===== src/core/flpm_pkg.sv =====
/*
 * package for the fifo level and power management register bank:
 * offsets, field positions, reset values, timing counts, carrier structs.
 * assumes a 25 MHz apb clock and 32-bit aligned registers.
 */
package flpm_pkg;

    // ****************************************
    // register map
    // ****************************************
    localparam logic [11:0] FLPM_RX_INFO_OFS = 12'h018;
    localparam logic [11:0] FLPM_TX_INFO_OFS = 12'h01c;
    localparam logic [11:0] FLPM_PM_CTL_OFS = 12'h020;

    // ****************************************
    // field positions
    // ****************************************
    localparam int FLPM_RES_CLR_STS_BIT = 9;
    localparam int FLPM_RES_CLR_EN_BIT = 8;
    localparam int FLPM_READY_BIT = 7;
    localparam int FLPM_SLEEP_LSB = 5;
    localparam int FLPM_XCVR_RST_BIT = 4;
    localparam int FLPM_LAN_WAKE_BIT = 3;
    localparam int FLPM_ENERGY_WAKE_BIT = 2;

    // ****************************************
    // reset values and encodings
    // ****************************************
    localparam logic [15:0] FLPM_RX_USED_RST = 16'h0000;
    localparam logic [15:0] FLPM_TX_FREE_RST = 16'h2000;
    localparam logic [1:0] FLPM_SLEEP_RST = 2'h2;
    localparam logic FLPM_RES_CLR_EN_RST = 1'h1;
    localparam logic [1:0] FLPM_WAKE_NONE = 2'h0;
    localparam logic [1:0] FLPM_WAKE_ENERGY = 2'h1;
    localparam logic [1:0] FLPM_WAKE_LAN = 2'h2;
    localparam logic [1:0] FLPM_WAKE_MULTI = 2'h3;

    // ****************************************
    // timing
    // ****************************************
    localparam int FLPM_CLK_HZ = 25000000;
    localparam int FLPM_XCVR_RST_US = 2000;
    localparam int FLPM_XCVR_RST_CYC = (FLPM_CLK_HZ / 1000000) * FLPM_XCVR_RST_US;
    localparam int FLPM_WDOG_CYC = 8192;

    // ****************************************
    // carriers
    // ****************************************
    typedef struct packed {
        logic [11:0] paddr;
        logic psel;
        logic penable;
        logic pwrite;
        logic [31:0] pwdata;
    } flpm_apb_req_t;

    typedef struct packed {
        logic [31:0] prdata;
        logic pready;
        logic pslverr;
    } flpm_apb_rsp_t;

    typedef struct packed {
        logic wake_frame;
        logic magic_packet;
        logic lan_event;
        logic energy_event;
    } flpm_wake_evt_t;

    typedef enum logic [1:0] {
        FLPM_NORMAL_UNCONF,
        FLPM_NORMAL_CONF,
        FLPM_SUSPENDED
    } flpm_pwr_state_t;

endpackage : flpm_pkg


===== src/core/flpm_regs.sv =====
/*
 * register bank: rx/tx fifo level info and power management control,
 * reached as an apb slave with zero wait states.
 * assumes fifo and power-state events are synchronous to pclk,
 * except the transceiver clock indication, which is synchronised here.
 */
`timescale 1ns/1ps
module flpm_regs
    import flpm_pkg::*;
#(
    parameter int XCVR_RST_CYC = FLPM_XCVR_RST_CYC,
    parameter int WDOG_CYC = FLPM_WDOG_CYC,
    parameter logic [15:0] TX_FIFO_BYTES = FLPM_TX_FREE_RST
) (
    // clock and reset
    input wire logic pclk,
    input wire logic presetn,
    // apb
    input wire flpm_apb_req_t apb_req,
    output flpm_apb_rsp_t apb_rsp,
    // fifo level events
    input wire logic rx_frame_valid,
    input wire logic [15:0] rx_frame_len,
    input wire logic rx_read_valid,
    input wire logic [15:0] rx_read_bytes,
    input wire logic tx_write_valid,
    input wire logic [15:0] tx_write_bytes,
    input wire logic tx_sent_valid,
    input wire logic [15:0] tx_sent_bytes,
    // power state events
    input wire logic host_suspend,
    input wire logic resume_done,
    input wire logic resume_remote,
    input wire logic deconfigure,
    input wire logic configure,
    input wire logic hw_config_done,
    input wire logic lite_reset,
    input wire logic xcvr_clk_present,
    input wire flpm_wake_evt_t wake_evt,
    // outputs to the device
    output logic [1:0] sleep_state_sel,
    output logic transceiver_reset_out,
    output logic usb_nak_all,
    output logic clear_mac_wake_flags,
    output logic wake_request
);

    // ****************************************
    // state
    // ****************************************
    logic [15:0] rx_fifo_used_bytes_reg;
    logic [15:0] tx_fifo_free_bytes_reg;
    logic resume_clears_wake_status_reg;
    logic resume_clears_wake_enables_reg;
    logic ready_reg;
    logic [1:0] sleep_sel_reg;
    logic transceiver_reset_request_reg;
    logic lan_wake_enable_reg;
    logic energy_wake_enable_reg;
    logic [1:0] wake_cause_status_reg;
    logic lan_armed_reg;
    logic energy_armed_reg;
    logic last_wake_mac_reg;
    flpm_pwr_state_t pwr_state_reg;
    logic [31:0] rst_cnt_reg;
    logic [31:0] wdog_cnt_reg;
    logic waiting_ready_reg;
    logic clk_sync1_reg;
    logic clk_sync2_reg;
    flpm_apb_rsp_t rsp_reg;
    logic clear_mac_reg;
    logic wake_req_reg;

    logic wr_en;
    logic rd_en;
    logic [31:0] pm_word;
    logic [15:0] rx_add;
    logic [1:0] wake_new;
    logic resume_mac;

    // ****************************************
    // bus decode
    // ****************************************
    // zero wait state: pready rises in the access phase itself
    assign wr_en = apb_req.psel && apb_req.penable && apb_req.pwrite;
    assign rd_en = apb_req.psel && apb_req.penable && !apb_req.pwrite;

    always_comb begin
        pm_word = 32'h0000_0000;
        pm_word[FLPM_RES_CLR_STS_BIT] = resume_clears_wake_status_reg;
        pm_word[FLPM_RES_CLR_EN_BIT] = resume_clears_wake_enables_reg;
        pm_word[FLPM_READY_BIT] = ready_reg;
        pm_word[FLPM_SLEEP_LSB +: 2] = sleep_sel_reg;
        pm_word[FLPM_XCVR_RST_BIT] = transceiver_reset_request_reg;
        pm_word[FLPM_LAN_WAKE_BIT] = lan_wake_enable_reg;
        pm_word[FLPM_ENERGY_WAKE_BIT] = energy_wake_enable_reg;
        pm_word[1:0] = wake_cause_status_reg;
    end

    always_ff @(posedge pclk or negedge presetn) begin
        if (!presetn) begin
            rsp_reg <= '0;
        end else begin
            rsp_reg.pready <= apb_req.psel && !apb_req.penable;
            rsp_reg.pslverr <= 1'b0;
            rsp_reg.prdata <= 32'h0000_0000;
            if (apb_req.psel && !apb_req.penable && !apb_req.pwrite) begin
                case (apb_req.paddr)
                    FLPM_RX_INFO_OFS: rsp_reg.prdata <= {16'h0000, rx_fifo_used_bytes_reg};
                    FLPM_TX_INFO_OFS: rsp_reg.prdata <= {16'h0000, tx_fifo_free_bytes_reg};
                    FLPM_PM_CTL_OFS: rsp_reg.prdata <= pm_word;
                    default: rsp_reg.pslverr <= 1'b1;
                endcase
            end else if (apb_req.psel && !apb_req.penable) begin
                rsp_reg.pslverr <= !(apb_req.paddr == FLPM_PM_CTL_OFS
                    || apb_req.paddr == FLPM_RX_INFO_OFS
                    || apb_req.paddr == FLPM_TX_INFO_OFS);
            end
        end
    end
    assign apb_rsp = rsp_reg;

    // ****************************************
    // fifo levels
    // ****************************************
    assign rx_add = rx_frame_valid ? ((rx_frame_len + 16'h0003) & 16'hfffc) : 16'h0000;

    always_ff @(posedge pclk or negedge presetn) begin
        if (!presetn) begin
            rx_fifo_used_bytes_reg <= FLPM_RX_USED_RST;
        end else begin
            rx_fifo_used_bytes_reg <= rx_fifo_used_bytes_reg + rx_add
                - (rx_read_valid ? rx_read_bytes : 16'h0000);
        end
    end

    always_ff @(posedge pclk or negedge presetn) begin
        if (!presetn) begin
            tx_fifo_free_bytes_reg <= TX_FIFO_BYTES;
        end else begin
            tx_fifo_free_bytes_reg <= tx_fifo_free_bytes_reg
                - (tx_write_valid ? tx_write_bytes : 16'h0000)
                + (tx_sent_valid ? tx_sent_bytes : 16'h0000);
        end
    end

    // ****************************************
    // power state and suspend selection
    // ****************************************
    always_ff @(posedge pclk or negedge presetn) begin
        if (!presetn) begin
            pwr_state_reg <= FLPM_NORMAL_UNCONF;
        end else if (deconfigure) begin
            pwr_state_reg <= FLPM_NORMAL_UNCONF;
        end else begin
            case (pwr_state_reg)
                FLPM_NORMAL_UNCONF: if (configure) pwr_state_reg <= FLPM_NORMAL_CONF;
                FLPM_NORMAL_CONF: if (host_suspend) pwr_state_reg <= FLPM_SUSPENDED;
                FLPM_SUSPENDED: if (resume_done) pwr_state_reg <= FLPM_NORMAL_CONF;
                default: pwr_state_reg <= FLPM_NORMAL_UNCONF;
            endcase
        end
    end

    // software keeps unconfigured selection at state 2 and never pairs it
    // with a wake cause clear, so writes are stored as given
    always_ff @(posedge pclk or negedge presetn) begin
        if (!presetn) begin
            sleep_sel_reg <= FLPM_SLEEP_RST;
        end else if (deconfigure) begin
            sleep_sel_reg <= FLPM_SLEEP_RST;
        end else if (wr_en && apb_req.paddr == FLPM_PM_CTL_OFS) begin
            sleep_sel_reg <= apb_req.pwdata[FLPM_SLEEP_LSB +: 2];
        end
    end

    always_ff @(posedge pclk or negedge presetn) begin
        if (!presetn) begin
            resume_clears_wake_status_reg <= 1'b0;
            resume_clears_wake_enables_reg <= FLPM_RES_CLR_EN_RST;
        end else if (wr_en && apb_req.paddr == FLPM_PM_CTL_OFS) begin
            resume_clears_wake_status_reg <= apb_req.pwdata[FLPM_RES_CLR_STS_BIT];
            resume_clears_wake_enables_reg <= apb_req.pwdata[FLPM_RES_CLR_EN_BIT];
        end
    end

    // ****************************************
    // wake enables and wake cause
    // ****************************************
    assign resume_mac = resume_done && pwr_state_reg == FLPM_SUSPENDED
        && last_wake_mac_reg;

    always_ff @(posedge pclk or negedge presetn) begin
        if (!presetn) begin
            lan_wake_enable_reg <= 1'b0;
            energy_wake_enable_reg <= 1'b0;
        end else if (resume_done && resume_remote && pwr_state_reg == FLPM_SUSPENDED
                     && resume_clears_wake_enables_reg) begin
            lan_wake_enable_reg <= 1'b0;
            energy_wake_enable_reg <= 1'b0;
        end else if (wr_en && apb_req.paddr == FLPM_PM_CTL_OFS) begin
            lan_wake_enable_reg <= apb_req.pwdata[FLPM_LAN_WAKE_BIT];
            energy_wake_enable_reg <= apb_req.pwdata[FLPM_ENERGY_WAKE_BIT];
        end
    end

    // enables are latched on entry so later writes cannot arm a sleep
    always_ff @(posedge pclk or negedge presetn) begin
        if (!presetn) begin
            lan_armed_reg <= 1'b0;
            energy_armed_reg <= 1'b0;
        end else if (pwr_state_reg == FLPM_NORMAL_CONF && host_suspend) begin
            lan_armed_reg <= lan_wake_enable_reg;
            energy_armed_reg <= energy_wake_enable_reg;
        end else if (pwr_state_reg != FLPM_SUSPENDED) begin
            lan_armed_reg <= 1'b0;
            energy_armed_reg <= 1'b0;
        end
    end

    always_comb begin
        wake_new = 2'h0;
        if (pwr_state_reg == FLPM_SUSPENDED) begin
            if (energy_armed_reg && wake_evt.energy_event) begin
                wake_new[0] = 1'b1;
            end
            if (lan_armed_reg && (wake_evt.lan_event || wake_evt.wake_frame
                                  || wake_evt.magic_packet)) begin
                wake_new[1] = 1'b1;
            end
        end
    end

    // set wins over the clear and over the resume clear
    always_ff @(posedge pclk or negedge presetn) begin
        if (!presetn) begin
            wake_cause_status_reg <= FLPM_WAKE_NONE;
        end else begin
            logic [1:0] st;
            st = wake_cause_status_reg;
            if (wr_en && apb_req.paddr == FLPM_PM_CTL_OFS && |apb_req.pwdata[1:0]) begin
                st = FLPM_WAKE_NONE;
            end
            if (resume_mac && resume_clears_wake_status_reg) begin
                st[1] = 1'b0;
            end
            if (wake_new != 2'h0) begin
                if (st != FLPM_WAKE_NONE && st != wake_new) begin
                    st = FLPM_WAKE_MULTI;
                end else if (wake_new == 2'h3) begin
                    st = FLPM_WAKE_MULTI;
                end else begin
                    st = wake_new;
                end
            end
            wake_cause_status_reg <= st;
        end
    end

    always_ff @(posedge pclk or negedge presetn) begin
        if (!presetn) begin
            last_wake_mac_reg <= 1'b0;
        end else if (pwr_state_reg == FLPM_NORMAL_CONF && host_suspend) begin
            last_wake_mac_reg <= 1'b0;
        end else if (lan_armed_reg && (wake_evt.wake_frame || wake_evt.magic_packet)) begin
            last_wake_mac_reg <= 1'b1;
        end
    end

    always_ff @(posedge pclk or negedge presetn) begin
        if (!presetn) begin
            clear_mac_reg <= 1'b0;
            wake_req_reg <= 1'b0;
        end else begin
            clear_mac_reg <= resume_mac && resume_clears_wake_status_reg;
            wake_req_reg <= wake_new != 2'h0;
        end
    end

    // ****************************************
    // transceiver reset
    // ****************************************
    always_ff @(posedge pclk or negedge presetn) begin
        if (!presetn) begin
            transceiver_reset_request_reg <= 1'b0;
            rst_cnt_reg <= 32'h0000_0000;
        end else if (transceiver_reset_request_reg) begin
            // writes here are ignored until the hold time ends
            if (rst_cnt_reg >= 32'(XCVR_RST_CYC - 1)) begin
                transceiver_reset_request_reg <= 1'b0;
                rst_cnt_reg <= 32'h0000_0000;
            end else begin
                rst_cnt_reg <= rst_cnt_reg + 32'h0000_0001;
            end
        end else if (wr_en && apb_req.paddr == FLPM_PM_CTL_OFS
                     && apb_req.pwdata[FLPM_XCVR_RST_BIT]) begin
            transceiver_reset_request_reg <= 1'b1;
        end
    end

    // ****************************************
    // ready flag
    // ****************************************
    // the clock indication comes from another domain
    always_ff @(posedge pclk or negedge presetn) begin
        if (!presetn) begin
            clk_sync1_reg <= 1'b0;
            clk_sync2_reg <= 1'b0;
        end else begin
            clk_sync1_reg <= xcvr_clk_present;
            clk_sync2_reg <= clk_sync1_reg;
        end
    end

    always_ff @(posedge pclk or negedge presetn) begin
        if (!presetn) begin
            ready_reg <= 1'b0;
            waiting_ready_reg <= 1'b1;
            wdog_cnt_reg <= 32'h0000_0000;
        end else if (lite_reset || (configure && pwr_state_reg == FLPM_NORMAL_UNCONF)) begin
            ready_reg <= 1'b0;
            waiting_ready_reg <= 1'b1;
            wdog_cnt_reg <= 32'h0000_0000;
        end else if (waiting_ready_reg && hw_config_done && pwr_state_reg != FLPM_SUSPENDED) begin
            if (clk_sync2_reg) begin
                ready_reg <= 1'b1;
                waiting_ready_reg <= 1'b0;
            end else if (wdog_cnt_reg >= 32'(WDOG_CYC - 1)) begin
                ready_reg <= 1'b1;
                waiting_ready_reg <= 1'b0;
            end else begin
                wdog_cnt_reg <= wdog_cnt_reg + 32'h0000_0001;
            end
        end
    end

    // ****************************************
    // outputs
    // ****************************************
    assign sleep_state_sel = sleep_sel_reg;
    assign transceiver_reset_out = transceiver_reset_request_reg;
    assign usb_nak_all = transceiver_reset_request_reg;
    assign clear_mac_wake_flags = clear_mac_reg;
    assign wake_request = wake_req_reg;

endmodule : flpm_regs


===== config.mk =====
export PLATFORM = sky130hd
export DESIGN_NAME = flpm_regs
export DESIGN_NICKNAME = d
export VERILOG_FILES = /design/src/core/flpm_pkg.sv /design/src/core/flpm_regs.sv
export SDC_FILE = /design/constraint.sdc
export NUM_CORES = 1
export LEC_CHECK = 0
export ABC_AREA = 1
export BUFFER_PORTS_ARGS = -buffer_cell sky130_fd_sc_hd__buf_2
export CORE_MARGIN = 2
export CORE_UTILIZATION = 56
export CTS_CLUSTER_DIAMETER = 60
export DETAILED_ROUTE_END_ITERATION = 16
export GPL_TIMING_DRIVEN = 0
export PLACE_DENSITY_LB_ADDON = 0.05
export SYNTH_ARGS = -nofsm -noshare
export SYNTH_HDL_FRONTEND = slang
export SYNTH_SLANG_ARGS = --single-unit

===== constraint.sdc =====
create_clock -name pclk -period 2.75 [get_ports pclk]
set_clock_uncertainty 0.2 [all_clocks]
set_input_delay 0.4125 -clock pclk [delete_from_list [all_inputs] [get_ports pclk]]
set_output_delay 0.4125 -clock pclk [all_outputs]
set_load 0.01 [all_outputs]

==> results.md <==
- Outcome: finished clean
- Average instance area after synthesis: 7.60 um^2
- Arrival time of data at the critical path endpoint: 2870 ps
- Number of detailed-route iterations in the first pass: 5
- Most used DFF post-synth: sky130_fd_sc_hd__dfrtp_1
- Number of levels in the clock H-tree: 4
- Period utilization: 99.4%
- Mux contribution to synthesized area: 0.115%
- Fmax: 366 MHz
- Via count of the routed design: 7681
- Grt ovf: 0
- Avg WL per Cell: 13.3 um
- Area of the die: 16500 um^2
- Share of layout cells above drive strength 1: 20.4%
- Largest net degree at the start of global routing: 79
- Final weighted congestion in routability-driven placement: 0.904
- Cell Area, Synth: 8700 um^2
- Power density over the cells: 895 nW/um^2
- Slew HR: 49.8%
- Antenna violations before repair: 0
- Longest Clk Path Bufs: 2
- Number of buffers added by the clock tree synthesis step: 17
- Post-synthesis share of cell area spent on full adders, half adders and majority gates: 11.6%
- Synth Area in Compound Gates: 6.66%
- Hold Crit Class: input pin to register
- Sequential element share of the synthesized area: 38.6%
- Post-route DRC violation count: 0
- Post-Place Cell Area: 9770 um^2
- Via count of the first global-routing pass: 7142
- Crit start category: input pin
- TritonCTS clock tree: done
- Die width: 129 um
- Post-synthesis xor/xnor area fraction: 4.83%
- Total number of nets in the final design: 1514
- Largest family of logic cells by synthesized area: simple AND/OR/NAND/NOR gates
- Largest driver fanout on the critical path: 7
- DR iter-0 viols: 503
- Floorplan row count: 45
- Seq cells post-synth: 134
- Final period demand of the worst path: 2730 ps
- TritonCTS Sinks: 134
- Post-layout instance count excluding filler cells: 1524
- Yosys synthesis warning count: 0
- Worst voltage drop across the vdd grid: 0.665 mV
- Starting density of the core: 57.2%
- Min-delay src: apb_req[6]
- Final-layout fill cell count: 1264
- Post-synthesis to final-layout area growth: 23.4%
- Sum of routed wire length over all layers: 20200 um
- Transition time at the pin with the least slew margin: 743 ps
- Top sig layer: met4
- Crit end category: register
- Die Y-Extent: 129 um
- Simple-gate share of the synthesized area: 25.5%
- Final instance area: 10700 um^2
- Clock Root Buffer: sky130_fd_sc_hd__clkbuf_16
- GRT Resource Usage Total: 25.4%
- Pwr Total: 9610 uW
- Count of endpoints failing hold in the final timing report: 0
- Insertion delay to the later sink of the worst-skew pair: 420 ps
- Clock edge transition at the registers on the reported setup and hold paths: 60 ps
- Launching element of the worst setup path: rx_frame_len[1]
- Count of endpoints failing setup in the final report: 0
- Sum of met3 wire segment lengths after detailed routing: 1020 um
- Number of enable flip-flop cells after synthesis: 0
- Critical setup path kind: input pin to register
- Final Max Slew Viols: 0
- Post-synthesis async set-or-reset flop share: 100%
- Routed via count divided by cell count: 5.04
- RSZ-0062 raised after global routing: true
- Routed met2 length: 9800 um
- Source of the worst register-to-register timing path: tx_fifo_free_bytes_reg[2]$_DFF_PN0_
- Detailed-routing wirelength on met1: 9060 um
- Std-Cell Core Area: 15200 um^2
- Post-placement cell count: 1474
- Count of input and output buffers: 126
- Endpoint required time on the critical path: 2890 ps
- Distinct cell type count after synthesis: 38
- Wire length of the first global-routing pass: 33100 um
- Leakage Power: 0.00581 uW
- Synthesized netlist cell count: 1144
- Num ports: 169
- Final antenna-violating net count: 0
- Post-layout util: 70.6%
- Total half-perimeter wirelength after legalization and detailed placement: 15100 um
- Maximum Capacitance Violations: 0
[stage by stage]
step	TNS (ps)	hold WS (ps)	worst slack [ps]
6_report	0	11.3	17.1
5_1_grt	-264	34.5	-86.7
4_1_cts	-26.2	3.12	-26.2
3_5_place_dp	-7810	144	-498
3_3_place_gp	-110860	143	-811
2_1_floorplan	-140	-83.1	-64.1
[timing repair]
item                                    CTS  global route
pin swaps                                 1            26
hold buffers                              6             0
setup buffers                             0            11
gates resized for setup                   2            68
endpoints found under the setup margin    4            20
endpoints found under the hold margin    61             0
[logic make-up (layout without fill, tap and decap cells)]
logic type / count (synthesis) / in the layout
flip-flops: 134 / 134
AND/OR/NAND/NOR: 522 / 522
multiplexers: 1 / 1
XOR/XNOR: 48 / 48
adder cells (fa/ha/maj): 63 / 63
AO/OA/AOI/OAI: 103 / 103
other: 1 / 17
buffers and inverters: 272 / 448
[power breakdown]
part | switching [uW] | internal, uW | total (uW)
Clock | 915 | 1370 | 2290
Sequential | 196 | 2320 | 2520
Combinational | 2810 | 1990 | 4800
Total | 3920 | 5690 | 9610
[cell type report]
type	count	area [um^2]	area share, %
inverters	231	867	8.08
flip-flops and latches	134	3360	31.3
multi-input cells	753	4600	42.9
repair buffers	144	836	7.79
well taps	188	235	2.19
diodes	1	2.50	0.0233
clock buffers	19	443	4.13
clock inverters	13	146	1.36
plain buffers	41	243	2.26
[cells in the mapped netlist, types with 3 or more instances]
cell type | n | area, um^2
sky130_fd_sc_hd__dfstp_2 | 4 | 105
sky130_fd_sc_hd__dfrtp_1 | 130 | 3250
sky130_fd_sc_hd__xor2_1 | 37 | 324
sky130_fd_sc_hd__nand2_1 | 244 | 916
sky130_fd_sc_hd__clkbuf_1 | 12 | 45.0
sky130_fd_sc_hd__buf_4 | 18 | 135
sky130_fd_sc_hd__nand3_1 | 114 | 571
sky130_fd_sc_hd__a21o_1 | 5 | 37.5
sky130_fd_sc_hd__nand3b_1 | 6 | 45.0
sky130_fd_sc_hd__xnor2_1 | 11 | 96.3
sky130_fd_sc_hd__inv_1 | 229 | 860
sky130_fd_sc_hd__ha_1 | 34 | 425
sky130_fd_sc_hd__nor3_1 | 17 | 85.1
sky130_fd_sc_hd__o211ai_1 | 3 | 22.5
sky130_fd_sc_hd__fa_1 | 29 | 581
sky130_fd_sc_hd__a21oi_1 | 40 | 200
sky130_fd_sc_hd__nor2_1 | 119 | 447
sky130_fd_sc_hd__buf_2 | 8 | 40.0
sky130_fd_sc_hd__o22ai_1 | 8 | 50.1
sky130_fd_sc_hd__nand4_1 | 12 | 75.1
sky130_fd_sc_hd__o21ai_0 | 35 | 175
sky130_fd_sc_hd__or2_2 | 3 | 18.8
sky130_fd_sc_hd__buf_1 | 3 | 11.3
[layout by cell type (no fill, tap or decap), drive strengths merged, types with 16 or more instances in the layout]
master  instances
nand2         244
inv           236
buf           169
dfrtp         130
nor2          121
nand3         114
a21oi          40
xor2           37
o21ai          35
ha             34
fa             29
clkbuf         29
nor3           17
conb           16
[path summary, 6_finish.rpt]
| path | end | slack (ps) | cells past startpoint |
|---|---|---|---|
| max | rx_fifo_used_bytes_reg[13]$_DFF_PN0_ | 20 | 14 |
| min | sleep_state_sel[1]$_DFFE_PN1P_ | 10 | 3 |
| max reg2reg | tx_fifo_free_bytes_reg[11]$_DFF_PN0_ | 240 | 11 |
| min reg2reg | clk_sync2_reg$_DFF_PN0_ | 160 | 0 |
| max in group asynchronous | tx_fifo_free_bytes_reg[13]$_DFF_PN1_ | 1210 | 3 |
| min in group asynchronous | rst_cnt_reg[9]$_DFFE_PN0P_ | 320 | 2 |
[worst max-delay path: stages]
cell,delay [ps]
sky130_fd_sc_hd__buf_2,120
sky130_fd_sc_hd__o21ai_4,210
sky130_fd_sc_hd__nor2_4,100
sky130_fd_sc_hd__inv_2,80
sky130_fd_sc_hd__nor2_2,40
sky130_fd_sc_hd__or3b_4,390
sky130_fd_sc_hd__fa_1,500
sky130_fd_sc_hd__inv_2,50
sky130_fd_sc_hd__ha_4,310
sky130_fd_sc_hd__nand2_4,80
sky130_fd_sc_hd__nor2_1,190
sky130_fd_sc_hd__nand3_1,110
sky130_fd_sc_hd__nand3_1,120
sky130_fd_sc_hd__xor2_1,170
[routing by layer]
layer,track usage (%),vias up
met3,5.57,38
met5,0,-
li1,-,3866
met4,6.46,0
met2,42.8,209
met1,33.6,3568
No activity file was read; power rests on OpenSTA's default activity.
